$ cat config.mk
export PLATFORM = sky130hd
export DESIGN_NAME = spm_ctrl
export DESIGN_NICKNAME = d
export VERILOG_FILES = /design/src/design/spm_pkg.sv /design/src/design/spm_crc_if.sv /design/src/design/spm_crc8.sv /design/src/design/spm_ctrl.sv
export VERILOG_INCLUDE_DIRS = /design/src /design/src/design
export SDC_FILE = /design/constraint.sdc
export NUM_CORES = 1
export LEC_CHECK = 0
export BUFFER_PORTS_ARGS = -buffer_cell sky130_fd_sc_hd__buf_2
export CORE_AREA = 3 3 119 121
export DETAILED_ROUTE_END_ITERATION = 6
export DIE_AREA = 0 0 122 124
export HOLD_SLACK_MARGIN = 0.03
export PLACE_DENSITY = 0.66
export SKIP_LAST_GASP = 1
export SLEW_MARGIN = 20
export SYNTH_ARGS = -nofsm -noshare
export SYNTH_HDL_FRONTEND = slang
export SYNTH_SLANG_ARGS = --single-unit
export TNS_END_PERCENT = 1
$ cat constraint.sdc
create_clock -name sys_clk -period 2.26 [get_ports sys_clk]
set_input_delay 0.113 -clock sys_clk [delete_from_list [all_inputs] [get_ports sys_clk]]
set_output_delay 0.113 -clock sys_clk [all_outputs]
set_load 0.02 [all_outputs]
$ cat src/design/spm_map.svh
/*
 * Register offsets, field positions, command codes and slot timing for the
 * single-wire scratchpad memory controller.
 * Assumes a 100 MHz sys_clk and one open-drain data wire with a pull-up.
 */
// Notes on behaviour
// RL1: Bytes move on the wire LSB first.
// RL2: Memory commands only after a ROM selection sequence.
// RL3: Identity is family, serial number, then CRC.
// RL4: CRC-8 x^8+x^5+x^4+1, cleared before first bit.
// RL5: Family code LSB first, then serial, gives CRC.
// RL6: Shifting received CRC too leaves zero if good.
// RL7: Storage is 32-byte pages plus a scratchpad page.
// RL8: Writes go to scratchpad, copy moves to memory.
// RL9: Three address registers: low, high, ending status.
// RL10: Target bits 4..0 pick byte within page.
// RL11: Status byte: offset, partial, overflow, authorization bits.
// RL12: Write scratchpad 0Fh: address low, high, then data.
// RL13: Data stored from target offset; ending offset recorded.
// RL14: Past offset 31 sets overflow, rest discarded.
// RL15: Stop mid-byte without overflow sets partial flag.
// RL16: Read scratchpad AAh returns address, status, then data.
// RL17: Copy 55h needs three bytes matching address registers.
// RL18: Authorization flag cleared only by new write.
// RL19: Read memory F0h takes address, streams to end.
// RL20: Write scratchpad clears overflow and partial flags.
// RL21: Addresses past last page lie outside memory.
`ifndef SPM_MAP_SVH
`define SPM_MAP_SVH

// Register byte offsets
`define SPM_ADR_CTRL      8'h00
`define SPM_ADR_TXD       8'h04
`define SPM_ADR_RXD       8'h08
`define SPM_ADR_STAT      8'h0C
`define SPM_ADR_CRC       8'h10
`define SPM_ADR_TA_LOW    8'h14
`define SPM_ADR_TA_HIGH   8'h18
`define SPM_ADR_ES        8'h1C

// Control bits, each a one-shot on write
`define SPM_CTRL_RESET    0
`define SPM_CTRL_TX       1
`define SPM_CTRL_RX       2
`define SPM_CTRL_CRC_CLR  3
`define SPM_CTRL_ROM_DONE 4

// Status bits
`define SPM_ST_BUSY       0
`define SPM_ST_PRESENCE   1
`define SPM_ST_SELECTED   2
`define SPM_ST_CRC_ZERO   3
`define SPM_ST_REFUSED    4
`define SPM_ST_AUTH_BAD   5

// Ending-offset/status field positions
`define SPM_ES_OFS_MSB    4
`define SPM_ES_PF_BIT     5
`define SPM_ES_OF_BIT     6
`define SPM_ES_AA_BIT     7

// Command codes
`define SPM_ROM_SKIP      8'hCC
`define SPM_CMD_WR_SP     8'h0F
`define SPM_CMD_RD_SP     8'hAA
`define SPM_CMD_COPY      8'h55
`define SPM_CMD_RD_MEM    8'hF0
`define SPM_RX_FILL       8'hFF

// CRC-8, reflected form of x^8+x^5+x^4+1
`define SPM_CRC_POLY      8'h8C
`define SPM_CRC_INIT      8'h00

// Timing in microseconds and derived cycle counts
`define SPM_CLK_MHZ       100
`define SPM_T_RST_LOW_US  480
`define SPM_T_PRES_SMP_US 550
`define SPM_T_RST_END_US  960
`define SPM_T_SLOT_US     65
`define SPM_T_LOW1_US     6
`define SPM_T_LOW0_US     60
`define SPM_T_SMP_US      15
`define SPM_CNT_RST_LOW   (`SPM_T_RST_LOW_US * `SPM_CLK_MHZ)
`define SPM_CNT_PRES_SMP  (`SPM_T_PRES_SMP_US * `SPM_CLK_MHZ)
`define SPM_CNT_RST_END   (`SPM_T_RST_END_US * `SPM_CLK_MHZ)
`define SPM_CNT_SLOT      (`SPM_T_SLOT_US * `SPM_CLK_MHZ)
`define SPM_CNT_LOW1      (`SPM_T_LOW1_US * `SPM_CLK_MHZ)
`define SPM_CNT_LOW0      (`SPM_T_LOW0_US * `SPM_CLK_MHZ)
`define SPM_CNT_SMP       (`SPM_T_SMP_US * `SPM_CLK_MHZ)
`define SPM_CNT_W         17

`endif

$ cat src/design/spm_pkg.sv
/*
 * Types shared by the scratchpad memory controller modules.
 * Assumes spm_map.svh is compiled alongside.
 */
package spm_pkg;
    typedef enum logic [1:0] {
        SPM_WIRE_IDLE,
        SPM_WIRE_RESET,
        SPM_WIRE_SLOT
    } spm_wire_e;

    typedef enum logic [2:0] {
        SPM_PH_NONE,
        SPM_PH_ROM,
        SPM_PH_ROMDATA,
        SPM_PH_MEM,
        SPM_PH_DATA
    } spm_phase_e;

    typedef logic [7:0] spm_byte_t;
endpackage

$ cat src/design/spm_crc_if.sv
/*
 * Carrier between the controller and its CRC generator.
 * Assumes one clock domain; the controller drives, the generator sinks.
 */
`timescale 1ns/10ps
interface spm_crc_if;
    logic       clr;
    logic       shift;
    logic       bit_in;
    logic [7:0] crc;

    modport source (output clr, output shift, output bit_in, input crc);
    modport sink   (input clr, input shift, input bit_in, output crc);
endinterface // spm_crc_if

$ cat src/design/spm_crc8.sv
/*
 * Bit-serial CRC-8 generator over every bit seen on the wire.
 * Assumes the controller clears it before the first bit of a code.
 */
`timescale 1ns/10ps
`include "spm_map.svh"
module spm_crc8
    import spm_pkg::*;
(
    // Clock and reset
    input  wire logic   sys_clk,
    input  wire logic   rst_b,
    // Bit stream and result
    spm_crc_if.sink     crc_io
);
    logic [7:0] crc_ff;
    logic       fb;

    assign fb         = crc_ff[0] ^ crc_io.bit_in;
    assign crc_io.crc = crc_ff;

    always_ff @(posedge sys_clk or negedge rst_b) begin
        if (!rst_b) begin
            crc_ff <= `SPM_CRC_INIT;
        end else if (crc_io.clr) begin
            crc_ff <= `SPM_CRC_INIT; // [RL4]
        end else if (crc_io.shift) begin
            // Residue of zero after the CRC bits means a clean code
            crc_ff <= {1'b0, crc_ff[7:1]} ^ (fb ? `SPM_CRC_POLY : 8'h00); // [RL4] [RL5] [RL6]
        end
    end
endmodule // spm_crc8

$ cat src/design/spm_ctrl.sv
/*
 * Single-wire bus master for the scratchpad memory tag: reset/presence,
 * byte slots, CRC and tracking of the command sequence, under Wishbone.
 * Assumes an external pull-up on the wire and a 100 MHz sys_clk.
 */
`timescale 1ns/10ps
`include "spm_map.svh"
module spm_ctrl
    import spm_pkg::*;
#(
    parameter logic [`SPM_CNT_W-1:0] P_RST_LOW  = `SPM_CNT_W'(`SPM_CNT_RST_LOW),
    parameter logic [`SPM_CNT_W-1:0] P_PRES_SMP = `SPM_CNT_W'(`SPM_CNT_PRES_SMP),
    parameter logic [`SPM_CNT_W-1:0] P_RST_END  = `SPM_CNT_W'(`SPM_CNT_RST_END),
    parameter logic [`SPM_CNT_W-1:0] P_SLOT     = `SPM_CNT_W'(`SPM_CNT_SLOT),
    parameter logic [`SPM_CNT_W-1:0] P_LOW1     = `SPM_CNT_W'(`SPM_CNT_LOW1),
    parameter logic [`SPM_CNT_W-1:0] P_LOW0     = `SPM_CNT_W'(`SPM_CNT_LOW0),
    parameter logic [`SPM_CNT_W-1:0] P_SMP      = `SPM_CNT_W'(`SPM_CNT_SMP)
)(
    // Clock and reset
    input  wire logic        sys_clk,
    input  wire logic        rst_b,
    // Wishbone slave
    input  wire logic        wb_cyc_i,
    input  wire logic        wb_stb_i,
    input  wire logic        wb_we_i,
    input  wire logic [7:0]  wb_adr_i,
    input  wire logic [3:0]  wb_sel_i,
    input  wire logic [31:0] wb_dat_i,
    output logic      [31:0] wb_dat_o,
    output logic             wb_ack_o,
    // Single data wire, open drain
    input  wire logic        dq_in,
    output logic             dq_out,
    output logic             dq_oe_b
);
    spm_wire_e              wire_ff;
    spm_phase_e             phase_ff;
    logic [`SPM_CNT_W-1:0]  cnt_ff;
    logic [2:0]             bit_ff;
    spm_byte_t              shift_ff;
    spm_byte_t              txd_ff;
    spm_byte_t              rxd_ff;
    spm_byte_t              cmd_ff;
    logic [1:0]             idx_ff;
    spm_byte_t              ta_low_ff;
    spm_byte_t              ta_high_ff;
    spm_byte_t              es_ff;
    logic                   presence_ff;
    logic                   refused_ff;
    logic                   auth_bad_ff;
    logic                   ack_ff;
    logic [31:0]            rdat_ff;
    logic                   acc;
    logic                   wr;
    logic                   go_reset;
    logic                   go_byte;
    logic                   start_ok;
    logic                   slot_end;
    logic                   byte_done;
    logic                   rst_done;
    logic                   smp;
    logic                   cur_bit;
    logic                   smp_bit_ff;
    spm_byte_t              done_byte;
    spm_crc_if              crc_io ();

    // Register hit on a new access; address decode shared by read and write
    function automatic logic hit(input logic [7:0] adr, input logic [7:0] ofs);
        return adr == ofs;
    endfunction

    assign acc      = wb_cyc_i & wb_stb_i & ~ack_ff;
    assign wr       = acc & wb_we_i & wb_sel_i[0];
    assign go_reset = wr & hit(wb_adr_i, `SPM_ADR_CTRL) & wb_dat_i[`SPM_CTRL_RESET];
    assign go_byte  = wr & hit(wb_adr_i, `SPM_ADR_CTRL)
                    & (wb_dat_i[`SPM_CTRL_TX] | wb_dat_i[`SPM_CTRL_RX]);
    // No slot before a reset with presence has opened a sequence
    assign start_ok = (wire_ff == SPM_WIRE_IDLE) & (phase_ff != SPM_PH_NONE); // [RL2]
    assign cur_bit  = shift_ff[0];
    assign slot_end = (wire_ff == SPM_WIRE_SLOT) & (cnt_ff == P_SLOT - 1'b1);
    assign byte_done = slot_end & (bit_ff == 3'd7);
    assign rst_done = (wire_ff == SPM_WIRE_RESET) & (cnt_ff == P_RST_END - 1'b1);
    assign smp      = (wire_ff == SPM_WIRE_SLOT) & (cnt_ff == P_SMP);
    assign done_byte = {smp_bit_ff, shift_ff[7:1]};

    assign crc_io.clr    = wr & hit(wb_adr_i, `SPM_ADR_CTRL) & wb_dat_i[`SPM_CTRL_CRC_CLR];
    assign crc_io.shift  = smp;
    assign crc_io.bit_in = dq_in;

    spm_crc8 u_crc (
        .sys_clk (sys_clk),
        .rst_b   (rst_b),
        .crc_io  (crc_io)
    );

    // Wishbone answer one cycle after the request
    always_ff @(posedge sys_clk or negedge rst_b) begin
        if (!rst_b) begin
            ack_ff <= 1'b0;
        end else begin
            ack_ff <= acc;
        end
    end
    assign wb_ack_o = ack_ff;
    assign wb_dat_o = rdat_ff;

    always_ff @(posedge sys_clk or negedge rst_b) begin
        if (!rst_b) begin
            rdat_ff <= 32'h0000_0000;
        end else if (acc & ~wb_we_i) begin
            unique case (1'b1)
                hit(wb_adr_i, `SPM_ADR_TXD):     rdat_ff <= {24'h00_0000, txd_ff};
                hit(wb_adr_i, `SPM_ADR_RXD):     rdat_ff <= {24'h00_0000, rxd_ff};
                hit(wb_adr_i, `SPM_ADR_STAT):    rdat_ff <= {26'h000_0000, auth_bad_ff,
                    refused_ff, crc_io.crc == 8'h00, phase_ff == SPM_PH_MEM
                    || phase_ff == SPM_PH_DATA, presence_ff, wire_ff != SPM_WIRE_IDLE};
                hit(wb_adr_i, `SPM_ADR_CRC):     rdat_ff <= {24'h00_0000, crc_io.crc};
                hit(wb_adr_i, `SPM_ADR_TA_LOW):  rdat_ff <= {24'h00_0000, ta_low_ff};
                hit(wb_adr_i, `SPM_ADR_TA_HIGH): rdat_ff <= {24'h00_0000, ta_high_ff};
                hit(wb_adr_i, `SPM_ADR_ES):      rdat_ff <= {24'h00_0000, es_ff};
                default:                         rdat_ff <= 32'h0000_0000;
            endcase
        end
    end

    always_ff @(posedge sys_clk or negedge rst_b) begin
        if (!rst_b) begin
            txd_ff <= 8'h00;
        end else if (wr & hit(wb_adr_i, `SPM_ADR_TXD)) begin
            txd_ff <= wb_dat_i[7:0];
        end
    end

    // Wire timing: one counter serves both reset and bit slots
    always_ff @(posedge sys_clk or negedge rst_b) begin
        if (!rst_b) begin
            wire_ff <= SPM_WIRE_IDLE;
            cnt_ff  <= '0;
            bit_ff  <= 3'd0;
        end else begin
            unique case (wire_ff)
                SPM_WIRE_IDLE: begin
                    cnt_ff <= '0;
                    bit_ff <= 3'd0;
                    if (go_reset) begin
                        wire_ff <= SPM_WIRE_RESET;
                    end else if (go_byte & start_ok) begin
                        wire_ff <= SPM_WIRE_SLOT;
                    end
                end
                SPM_WIRE_RESET: begin
                    cnt_ff <= cnt_ff + 1'b1;
                    if (rst_done) begin
                        wire_ff <= SPM_WIRE_IDLE;
                    end
                end
                SPM_WIRE_SLOT: begin
                    cnt_ff <= slot_end ? '0 : cnt_ff + 1'b1;
                    if (slot_end) begin
                        bit_ff <= bit_ff + 3'd1;
                        if (byte_done) begin
                            wire_ff <= SPM_WIRE_IDLE;
                        end
                    end
                end
            endcase
        end
    end

    // Pull low only for the reset pulse and the active part of each slot; the pull-up does the rest
    assign dq_out = 1'b0;
    always_comb begin
        dq_oe_b = 1'b1;
        if (wire_ff == SPM_WIRE_RESET) begin
            dq_oe_b = ~(cnt_ff < P_RST_LOW);
        end else if (wire_ff == SPM_WIRE_SLOT) begin
            dq_oe_b = ~(cnt_ff < (cur_bit ? P_LOW1 : P_LOW0));
        end
    end

    // Shift out LSB first; the sampled wire fills from the top
    always_ff @(posedge sys_clk or negedge rst_b) begin
        if (!rst_b) begin
            shift_ff <= 8'h00;
            rxd_ff   <= 8'h00;
        end else if (wire_ff == SPM_WIRE_IDLE & go_byte & start_ok) begin
            // A read is a byte of ones, so the device may pull any bit low
            shift_ff <= wb_dat_i[`SPM_CTRL_TX] ? txd_ff : `SPM_RX_FILL; // [RL1]
        end else if (slot_end) begin
            shift_ff <= done_byte; // [RL1]
            if (byte_done) begin
                rxd_ff <= done_byte;
            end
        end
    end

    // Level at P_SMP into the slot, well before its middle; a device's zero may be gone by slot end
    always_ff @(posedge sys_clk or negedge rst_b) begin
        if (!rst_b) begin
            smp_bit_ff <= 1'b1;
        end else if (smp) begin
            smp_bit_ff <= dq_in; // [RL1]
        end
    end

    always_ff @(posedge sys_clk or negedge rst_b) begin
        if (!rst_b) begin
            presence_ff <= 1'b0;
        end else if (go_reset & wire_ff == SPM_WIRE_IDLE) begin
            presence_ff <= 1'b0;
        end else if (wire_ff == SPM_WIRE_RESET & cnt_ff == P_PRES_SMP) begin
            presence_ff <= ~dq_in;
        end
    end

    // Sequence tracking: reset, ROM selection, memory command, data
    always_ff @(posedge sys_clk or negedge rst_b) begin
        if (!rst_b) begin
            phase_ff <= SPM_PH_NONE;
            cmd_ff   <= 8'h00;
            idx_ff   <= 2'd0;
        end else if (rst_done) begin
            phase_ff <= presence_ff ? SPM_PH_ROM : SPM_PH_NONE;
        end else if (wr & hit(wb_adr_i, `SPM_ADR_CTRL) & wb_dat_i[`SPM_CTRL_ROM_DONE]
                     & phase_ff == SPM_PH_ROMDATA) begin
            phase_ff <= SPM_PH_MEM; // [RL2]
        end else if (byte_done) begin
            unique case (phase_ff)
                SPM_PH_ROM: begin
                    phase_ff <= (done_byte == `SPM_ROM_SKIP) ? SPM_PH_MEM : SPM_PH_ROMDATA;
                end
                SPM_PH_MEM: begin
                    phase_ff <= SPM_PH_DATA;
                    cmd_ff   <= done_byte;
                    idx_ff   <= 2'd0;
                end
                SPM_PH_DATA: begin
                    idx_ff <= (idx_ff == 2'd3) ? idx_ff : idx_ff + 2'd1;
                end
                default: begin
                    phase_ff <= phase_ff;
                end
            endcase
        end
    end

    // Shadow of the device's address registers, learned from traffic
    always_ff @(posedge sys_clk or negedge rst_b) begin
        if (!rst_b) begin
            ta_low_ff  <= 8'h00;
            ta_high_ff <= 8'h00;
            es_ff      <= 8'h00;
        end else if (byte_done & phase_ff == SPM_PH_MEM & done_byte == `SPM_CMD_WR_SP) begin
            // Flags restart with each write; authorization drops too
            es_ff[`SPM_ES_AA_BIT:`SPM_ES_PF_BIT] <= 3'b000; // [RL18] [RL20]
        end else if (byte_done & phase_ff == SPM_PH_DATA & idx_ff != 2'd3) begin
            if (cmd_ff == `SPM_CMD_WR_SP | cmd_ff == `SPM_CMD_RD_MEM
                | cmd_ff == `SPM_CMD_RD_SP) begin
                if (idx_ff == 2'd0) begin
                    ta_low_ff <= done_byte; // [RL12] [RL16] [RL19]
                end
                if (idx_ff == 2'd1) begin
                    ta_high_ff <= done_byte; // [RL12] [RL16] [RL19]
                end
                if (idx_ff == 2'd2 & cmd_ff == `SPM_CMD_RD_SP) begin
                    es_ff <= done_byte; // [RL16]
                end
            end
        end
    end

    // Sticky error flags; a new error wins over a clear in the same cycle
    always_ff @(posedge sys_clk or negedge rst_b) begin
        if (!rst_b) begin
            refused_ff  <= 1'b0;
            auth_bad_ff <= 1'b0;
        end else begin
            if (go_byte & ~start_ok) begin
                refused_ff <= 1'b1; // [RL2]
            end else if (wr & hit(wb_adr_i, `SPM_ADR_STAT) & wb_dat_i[`SPM_ST_REFUSED]) begin
                refused_ff <= 1'b0;
            end
            if (byte_done & phase_ff == SPM_PH_DATA & cmd_ff == `SPM_CMD_COPY
                & idx_ff != 2'd3
                & done_byte != (idx_ff == 2'd0 ? ta_low_ff :
                                idx_ff == 2'd1 ? ta_high_ff : es_ff)) begin
                auth_bad_ff <= 1'b1; // [RL17]
            end else if (wr & hit(wb_adr_i, `SPM_ADR_STAT) & wb_dat_i[`SPM_ST_AUTH_BAD]) begin
                auth_bad_ff <= 1'b0;
            end
        end
    end
endmodule // spm_ctrl

Word level (Yosys, flattened, before mapping)
Cells that the tools add are included.
{ "word_totals": {"inputBits": 50, "wordCells": 177, "out_inout_bits": 35, "reg_bits": 128} }
{ "op_classes": {"magnitude_cmp": 2, "n_mux": 40, "eq_ne": 34, "bitwise_logic": 49, "addsub": 3, "reduce_logical": 29} }
{ "op_table": {"columns": ["cell", "n"], "rows": [
  ["2-to-1 mux 8 bit", 11],
  ["case mux 8 bit (7 select lines)", 1],
  ["case mux 17 bit (3 select lines)", 1],
  ["AND 1 bit", 34],
  ["equality test 8 x 4 -> 1 bit (second input constant)", 4],
  ["equality test 8 x 5 -> 1 bit (second input constant)", 4],
  ["equality test 8 bit (second input constant)", 3],
  ["nonzero test 2 bit", 11],
  ["AND reduction 4 bit", 5],
  ["adder 17 x 1 -> 17 bit (second input constant)", 1],
  ["equality test 17 x 11 -> 1 bit (second input constant)", 1],
  ["equality test 17 x 13 -> 1 bit (second input constant)", 1],
  ["equality test 17 x 16 -> 1 bit (second input constant)", 1],
  ["equality test 17 bit (second input constant)", 1],
  ["< comparator 17 x 13 -> 1 bit", 1],
  ["< comparator 17 x 16 -> 1 bit (second input constant)", 1],
  ["2-to-1 mux 17 bit", 1],
  ["zero test 8 bit", 2],
  ["2-to-1 mux 3 bit", 5],
  ["2-to-1 mux 13 bit", 1],
  ["2-to-1 mux 2 bit", 6],
  ["case mux 3 bit (2 select lines)", 2],
  ["2-to-1 mux 1 bit", 10],
  ["inequality test 2 bit (second input constant)", 5],
  ["other kinds (24)", 44]
]} }

Longest topological paths before layout
{ "depth": {"depth_word": 10, "ltp_mapped": 10, "mapped_depth_nobuf": 8} }

Hierarchy
A second synthesis with hierarchy kept.
{ "hier_totals": {"hier_cells": 614, "hier_area_um2": 5993.2} }
{ "by_module_without_submodules": {"columns": ["module", "instances", "area_per_inst_um2", "cells_each", "seq_area_each_um2"], "rows": [
  ["spm_ctrl", 1, 5620.4, 582, 2403.6],
  ["spm_crc8", 1, 372.9, 32, 200.2]
]} }

Worst setup path before layout
No wires, ideal clock.
{ "synth_timing": {"path_type": "reg-to-reg", "from": "register cnt_ff[0]", "to": "register es_ff[5]", "path_slack_ns": -0.007, "required_ns": 2.132, "setup_ns": 0.128, "n_path_buf": 2, "period_less_slack_ns": 2.267, "stages_incl_launch_ff": 10, "arrival_ns": 2.139, "cell_sequence": "dfrtp_1 ha_1 and3_1 buf_2 nand4_4 nor4_4 and4_1 buf_4 a31oi_2 mux2_1"} }
{ "synth_between": {"elab_chain_len": 7, "elab_cells_between_ends": 12, "classes_between": "eq/ne: 1; mux: 1; bitwise: 6; reduce/logical: 4"} }
{ "synth_rtl": {"columns": ["element", "line_no", "rtl"], "rows": [
  ["start: declaration", "spm_ctrl.sv:38", "logic [`SPM_CNT_W-1:0] cnt_ff;"],
  ["start signal: assignment", "spm_ctrl.sv:152", "cnt_ff <= cnt_ff + 1'b1;"],
  ["start signal: assignment", "spm_ctrl.sv:158", "cnt_ff <= slot_end ? '0 : cnt_ff + 1'b1;"],
  ["equality test 17 x 13 -> 1 bit *", "spm_ctrl.sv:80", "assign slot_end = (wire_ff == SPM_WIRE_SLOT) & (cnt_ff == P_SLOT - 1'b1);"],
  ["AND 1 bit *", "spm_ctrl.sv:80", null],
  ["AND 1 bit *", "spm_ctrl.sv:81", "assign byte_done = slot_end & (bit_ff == 3'd7);"],
  ["AND 1 bit (on tied branches)", "spm_ctrl.sv:253, spm_ctrl.sv:256", null],
  ["AND 1 bit (on tied branches)", null, null],
  ["nonzero test 2 bit (no line)", null, null],
  ["AND reduction 3 bit (no line)", null, null],
  ["end signal: assignment", "spm_ctrl.sv:266", "es_ff <= done_byte;"],
  ["end: declaration", "spm_ctrl.sv:47", "spm_byte_t es_ff;"]
]} }
Mark *: on every way between the ends. The rest lies on a longest branch, timed or not.
A chain may end at the register's enable or synchronous reset.

Worst setup path after layout
{ "layout_timing": {"from": "register cnt_ff[5]", "to": "output dq_oe_b"} }
{ "layout_between": {"elab_chain_len": 4, "elab_cells_between_ends": 6, "classes_between": "order compare: 2; mux: 2; bitwise: 2"} }
{ "layout_rtl": {"columns": ["element", "line_no", "rtl"], "rows": [
  ["< comparator 17 x 13 -> 1 bit", "spm_ctrl.sv:177", "dq_oe_b = ~(cnt_ff < (cur_bit ? P_LOW1 : P_LOW0));"],
  ["inverter 1 bit", "spm_ctrl.sv:177", null],
  ["2-to-1 mux 1 bit", "spm_ctrl.sv:176", "end else if (wire_ff == SPM_WIRE_SLOT) begin"],
  ["2-to-1 mux 1 bit *", "spm_ctrl.sv:174", "if (wire_ff == SPM_WIRE_RESET) begin"],
  ["end: declaration", "spm_ctrl.sv:34", "output logic dq_oe_b"]
]} }
Marks and branches as above.

==> results.yml <==
routing:
  dr.pass1.iters: 5
  ant_nets: 0
  wl_met1_um: 6335
  wl_met2_um: 6646
  dr_wl_met3_um: 738
  drc: 0
  wl_um: 14130
  route.detailed.wl_per_inst_um: 17.21
  vias: 4487
  top_layer: "met4"
  viasPerCell: 5.465
  drt_iter0_drc: 344
clock_network:
  clkLatencyLatePin_ps: 360
  cts_tree: "built"
  root_buffer: "clkbuf_16"
  clk_path_buf_depth: 2
  clock-sinks: 104
  path_clk_slew_ps: 70
  cts_max_level: 3
  numCtsBuffers: 9
synth:
  synth_cells: 578
  ys_types: 59
  synth_area_leaders: "dfrtp_1 44%, mux2_2 8.6%, nor2_1 4.1%"
  synth_top_area_share_pct: 43.58
  ys_ff_latch: 104
  synthesis.area_um2: 5914
  seq_area_frac_synth_pct: 44.02
  async_flop_share_pct: 100.0
  synth_top_flop_cell: "dfrtp_1"
  synth_edf_count: 0
  yosys_warnings: 0
  synth.largest_area_cell: "dfrtp_1"
  synth.avg_cell_area_um2: 10.23
placed_design:
  dp_hpwl_um: 10340
  place_congestion: 0.8552
  dp_cells: 797
  place_area_um2: 6426
  portBuffers: 32
  dp_slack_ps: 78.30
power_and_ir_drop:
  leakagePower_nw: 3.237
  power_density_nw_per_um2: 592.7
  vdd_drop_max_mv: 0.3936
  power_mw: 4.044
floorplan:
  initial_utilization_pct: 44.84
  core_area_um2: 13190
  die_h_um: 124
  die_area_um2: 15130
  row_count: 42
  io_pins: 85
  die_w_um: 122
min_path:
  min_to: "wb_ack_o$_DFF_PN0_"
  holdPathStages: 3
  worstHoldStart: "wb_cyc_i"
  hold_class: "primary input to flop"
cells_and_area:
  fillerInstances: 1195
  finalNonFillerCells: 821
  regMostFlops: "cnt_ff"
  antennaDiodeCount: 0
  largest_reg_flops: 17
  postLayoutCellArea_um2: 6824
  drive_gt1_share_pct: 24.81
  area_growth_pct: 15.38
  fin_nets: 705
worst_setup_path:
  worstPathArrival_ps: 2110
  crit_required_ps: 2150
  crit_type: "flop to output port"
  regToRegSetupSlack_ps: 70
  r2r_end: "ta_low_ff[5]$_DFFE_PN0P_"
  r2r_cells: 7
  cp-end-kind: "output port"
  startpoint_type: "flop"
  critPathMaxFanout: 5
  r2r_start: "cnt_ff[1]$_DFF_PN0_"
run_status:
  outcome: "completed"
grt:
  grt_pass1_vias: 4451
  grt_pass1_wl_um: 23160
  grt_usage_pct: 19.92
  overflow: 0
  grt_max_degree: 52
  antenna_found_initial: 0
flow_run:
  maxCapViolations: 0
sta:
  setup_tns_ps: 0
  fin_ws_ps: 40.40
  skew_ps: 10.21
  worst_pin_slew_ps: 632.0
  hold_violations: 0
  drv_slew: 0
  timing.final.crit_period_ps: 2220
  fmax_mhz: 450.5
  finalCritPeriodShare_pct: 98.21
  setup_violations: 0
  maxSlewHeadroom_pct: 57.54
  rsz0062_at_grt: "true"
-- synth_stat cells (all sizes together), types with 2 or more instances --
library cell and count:
a211oi 2, a21o 4, a21oi 7, a221oi 5
a22o 2, a22oi 4, a31oi 12, and3 8
and4 2, buf 35, clkbuf 23, dfrtp 103
ha 15, inv 18, mux2 63, mux2i 19
mux4 4, nand2 48, nand2b 3, nand3 13
nand3b 4, nand4 9, nand4b 6, nor2 65
nor2b 5, nor3 12, nor3b 2, nor4 7
o21a 3, o21ai 30, o31ai 5, or4 2
xnor2 8, xor2 19
-- critical path: stages, from the launching register on --
cell and delay, ps:
dfrtp_1 380, buf_4 150, ha_1 290, a31o_2 230, a21o_1 180, a21oi_2 140, nor2_1 60, o21a_1 170
buf_2 160
-- cells by family (layout without fill, tap and decap cells) --
logic type / after synthesis / in the layout / synth area share (%)
simple gates: 190 / 190 / 16.80
other cells: 1 / 25 / 0.06340
flops: 104 / 104 / 44.02
buf+inv: 76 / 119 / 6.621
fa+ha+maj: 15 / 15 / 3.173
xor+xnor: 27 / 27 / 3.998
compound gates: 79 / 79 / 8.589
mux: 86 / 86 / 16.73
-- metrics by stage --
| stage | hold slack, ps | util [%] |
|---|---|---|
| 2_1_floorplan | -182.6 | - |
| 6_report | 58.15 | 51.74 |
| 3_3_place_gp | 76.51 | 48.72 |
| 3_5_place_dp | 82.89 | 48.72 |
| 5_1_grt | 82.66 | 51.74 |
| 4_1_cts | 51.32 | 51.58 |
-- worst max-delay path by stage --
| stage | from | end | slack (ps) | depth (start not counted) |
|---|---|---|---|---|
| CTS | cnt_ff[5]$_DFF_PN0_ | dq_oe_b | 10 | 8 |
| global placement | bit_ff[0]$_DFFE_PN0P_ | es_ff[1]$_DFFE_PN0P_ | 130 | 7 |
| finish | cnt_ff[5]$_DFF_PN0_ | dq_oe_b | 40 | 8 |
| detailed placement | bit_ff[0]$_DFFE_PN0P_ | ta_high_ff[7]$_DFFE_PN0P_ | 80 | 7 |
| floorplan | cnt_ff[12]$_DFF_PN0_ | es_ff[5]$_DFFE_PN0P_ | 110 | 7 |
| global route | cnt_ff[1]$_DFF_PN0_ | ta_high_ff[7]$_DFFE_PN0P_ | -70 | 7 |
-- cell usage in the layout (no fill, tap or decap), types with 5 or more instances in the layout --
| master | synthesis | layout |
|---|---|---|
| a21oi_1 | 7 | 6 |
| a221oi_1 | 5 | 5 |
| a31oi_1 | 11 | 11 |
| and3_1 | 8 | 8 |
| buf_2 | 6 | 31 |
| buf_4 | 26 | 45 |
| clkbuf_16 | 0 | 9 |
| conb_1 | 1 | 25 |
| dfrtp_1 | 103 | 103 |
| dlygate4sd3_1 | 0 | 7 |
| ha_1 | 15 | 15 |
| inv_1 | 18 | 18 |
| mux2_1 | 18 | 18 |
| mux2_2 | 45 | 45 |
| mux2i_1 | 19 | 19 |
| nand2_1 | 46 | 46 |
| nand3_1 | 13 | 13 |
| nand4_1 | 8 | 8 |
| nand4b_1 | 6 | 6 |
| nor2_1 | 64 | 64 |
| nor2b_1 | 5 | 5 |
| nor3_1 | 10 | 10 |
| o21ai_0 | 29 | 29 |
| o31ai_1 | 5 | 5 |
| xnor2_1 | 8 | 8 |
| xor2_1 | 19 | 19 |
-- power by group --
| part | internal, mW | leakage (nW) | switching (mW) |
|---|---|---|---|
| sequential | 1.89 | 1.40 | 0.0291 |
| clock | 0.923 | 0.149 | 0.709 |
| combinational | 0.174 | 1.68 | 0.320 |
-- cell type report --
class                           count  area [um^2]  share of cell area, %
Clock inverter                      4        51.30                 0.7517
Sequential cell                   104         2604                  38.16
Multi-Input combinational cell    422         3022                  44.28
Clock buffer                       12        256.5                  3.759
Inverter                           18        67.56                 0.9901
Tap cell                          176        220.2                  3.227
Timing Repair Buffer               85        603.1                  8.838
-- layer usage --
layer / vias up / global-route usage (%)
li1: 2112 / -
met1: 2192 / 26.14
met2: 150 / 32.04
met3: 33 / 4.269
met4: 0 / 8.543
met5: - / 0
-- timing repair --
action                                 CTS  global route
hold buffers                             7             0
endpoints found under the hold margin   34             0
buffers inserted                         0             1
gates resized for setup                  0             3
setup endpoints to repair                0            22
No activity file was read; power rests on OpenSTA's default activity.
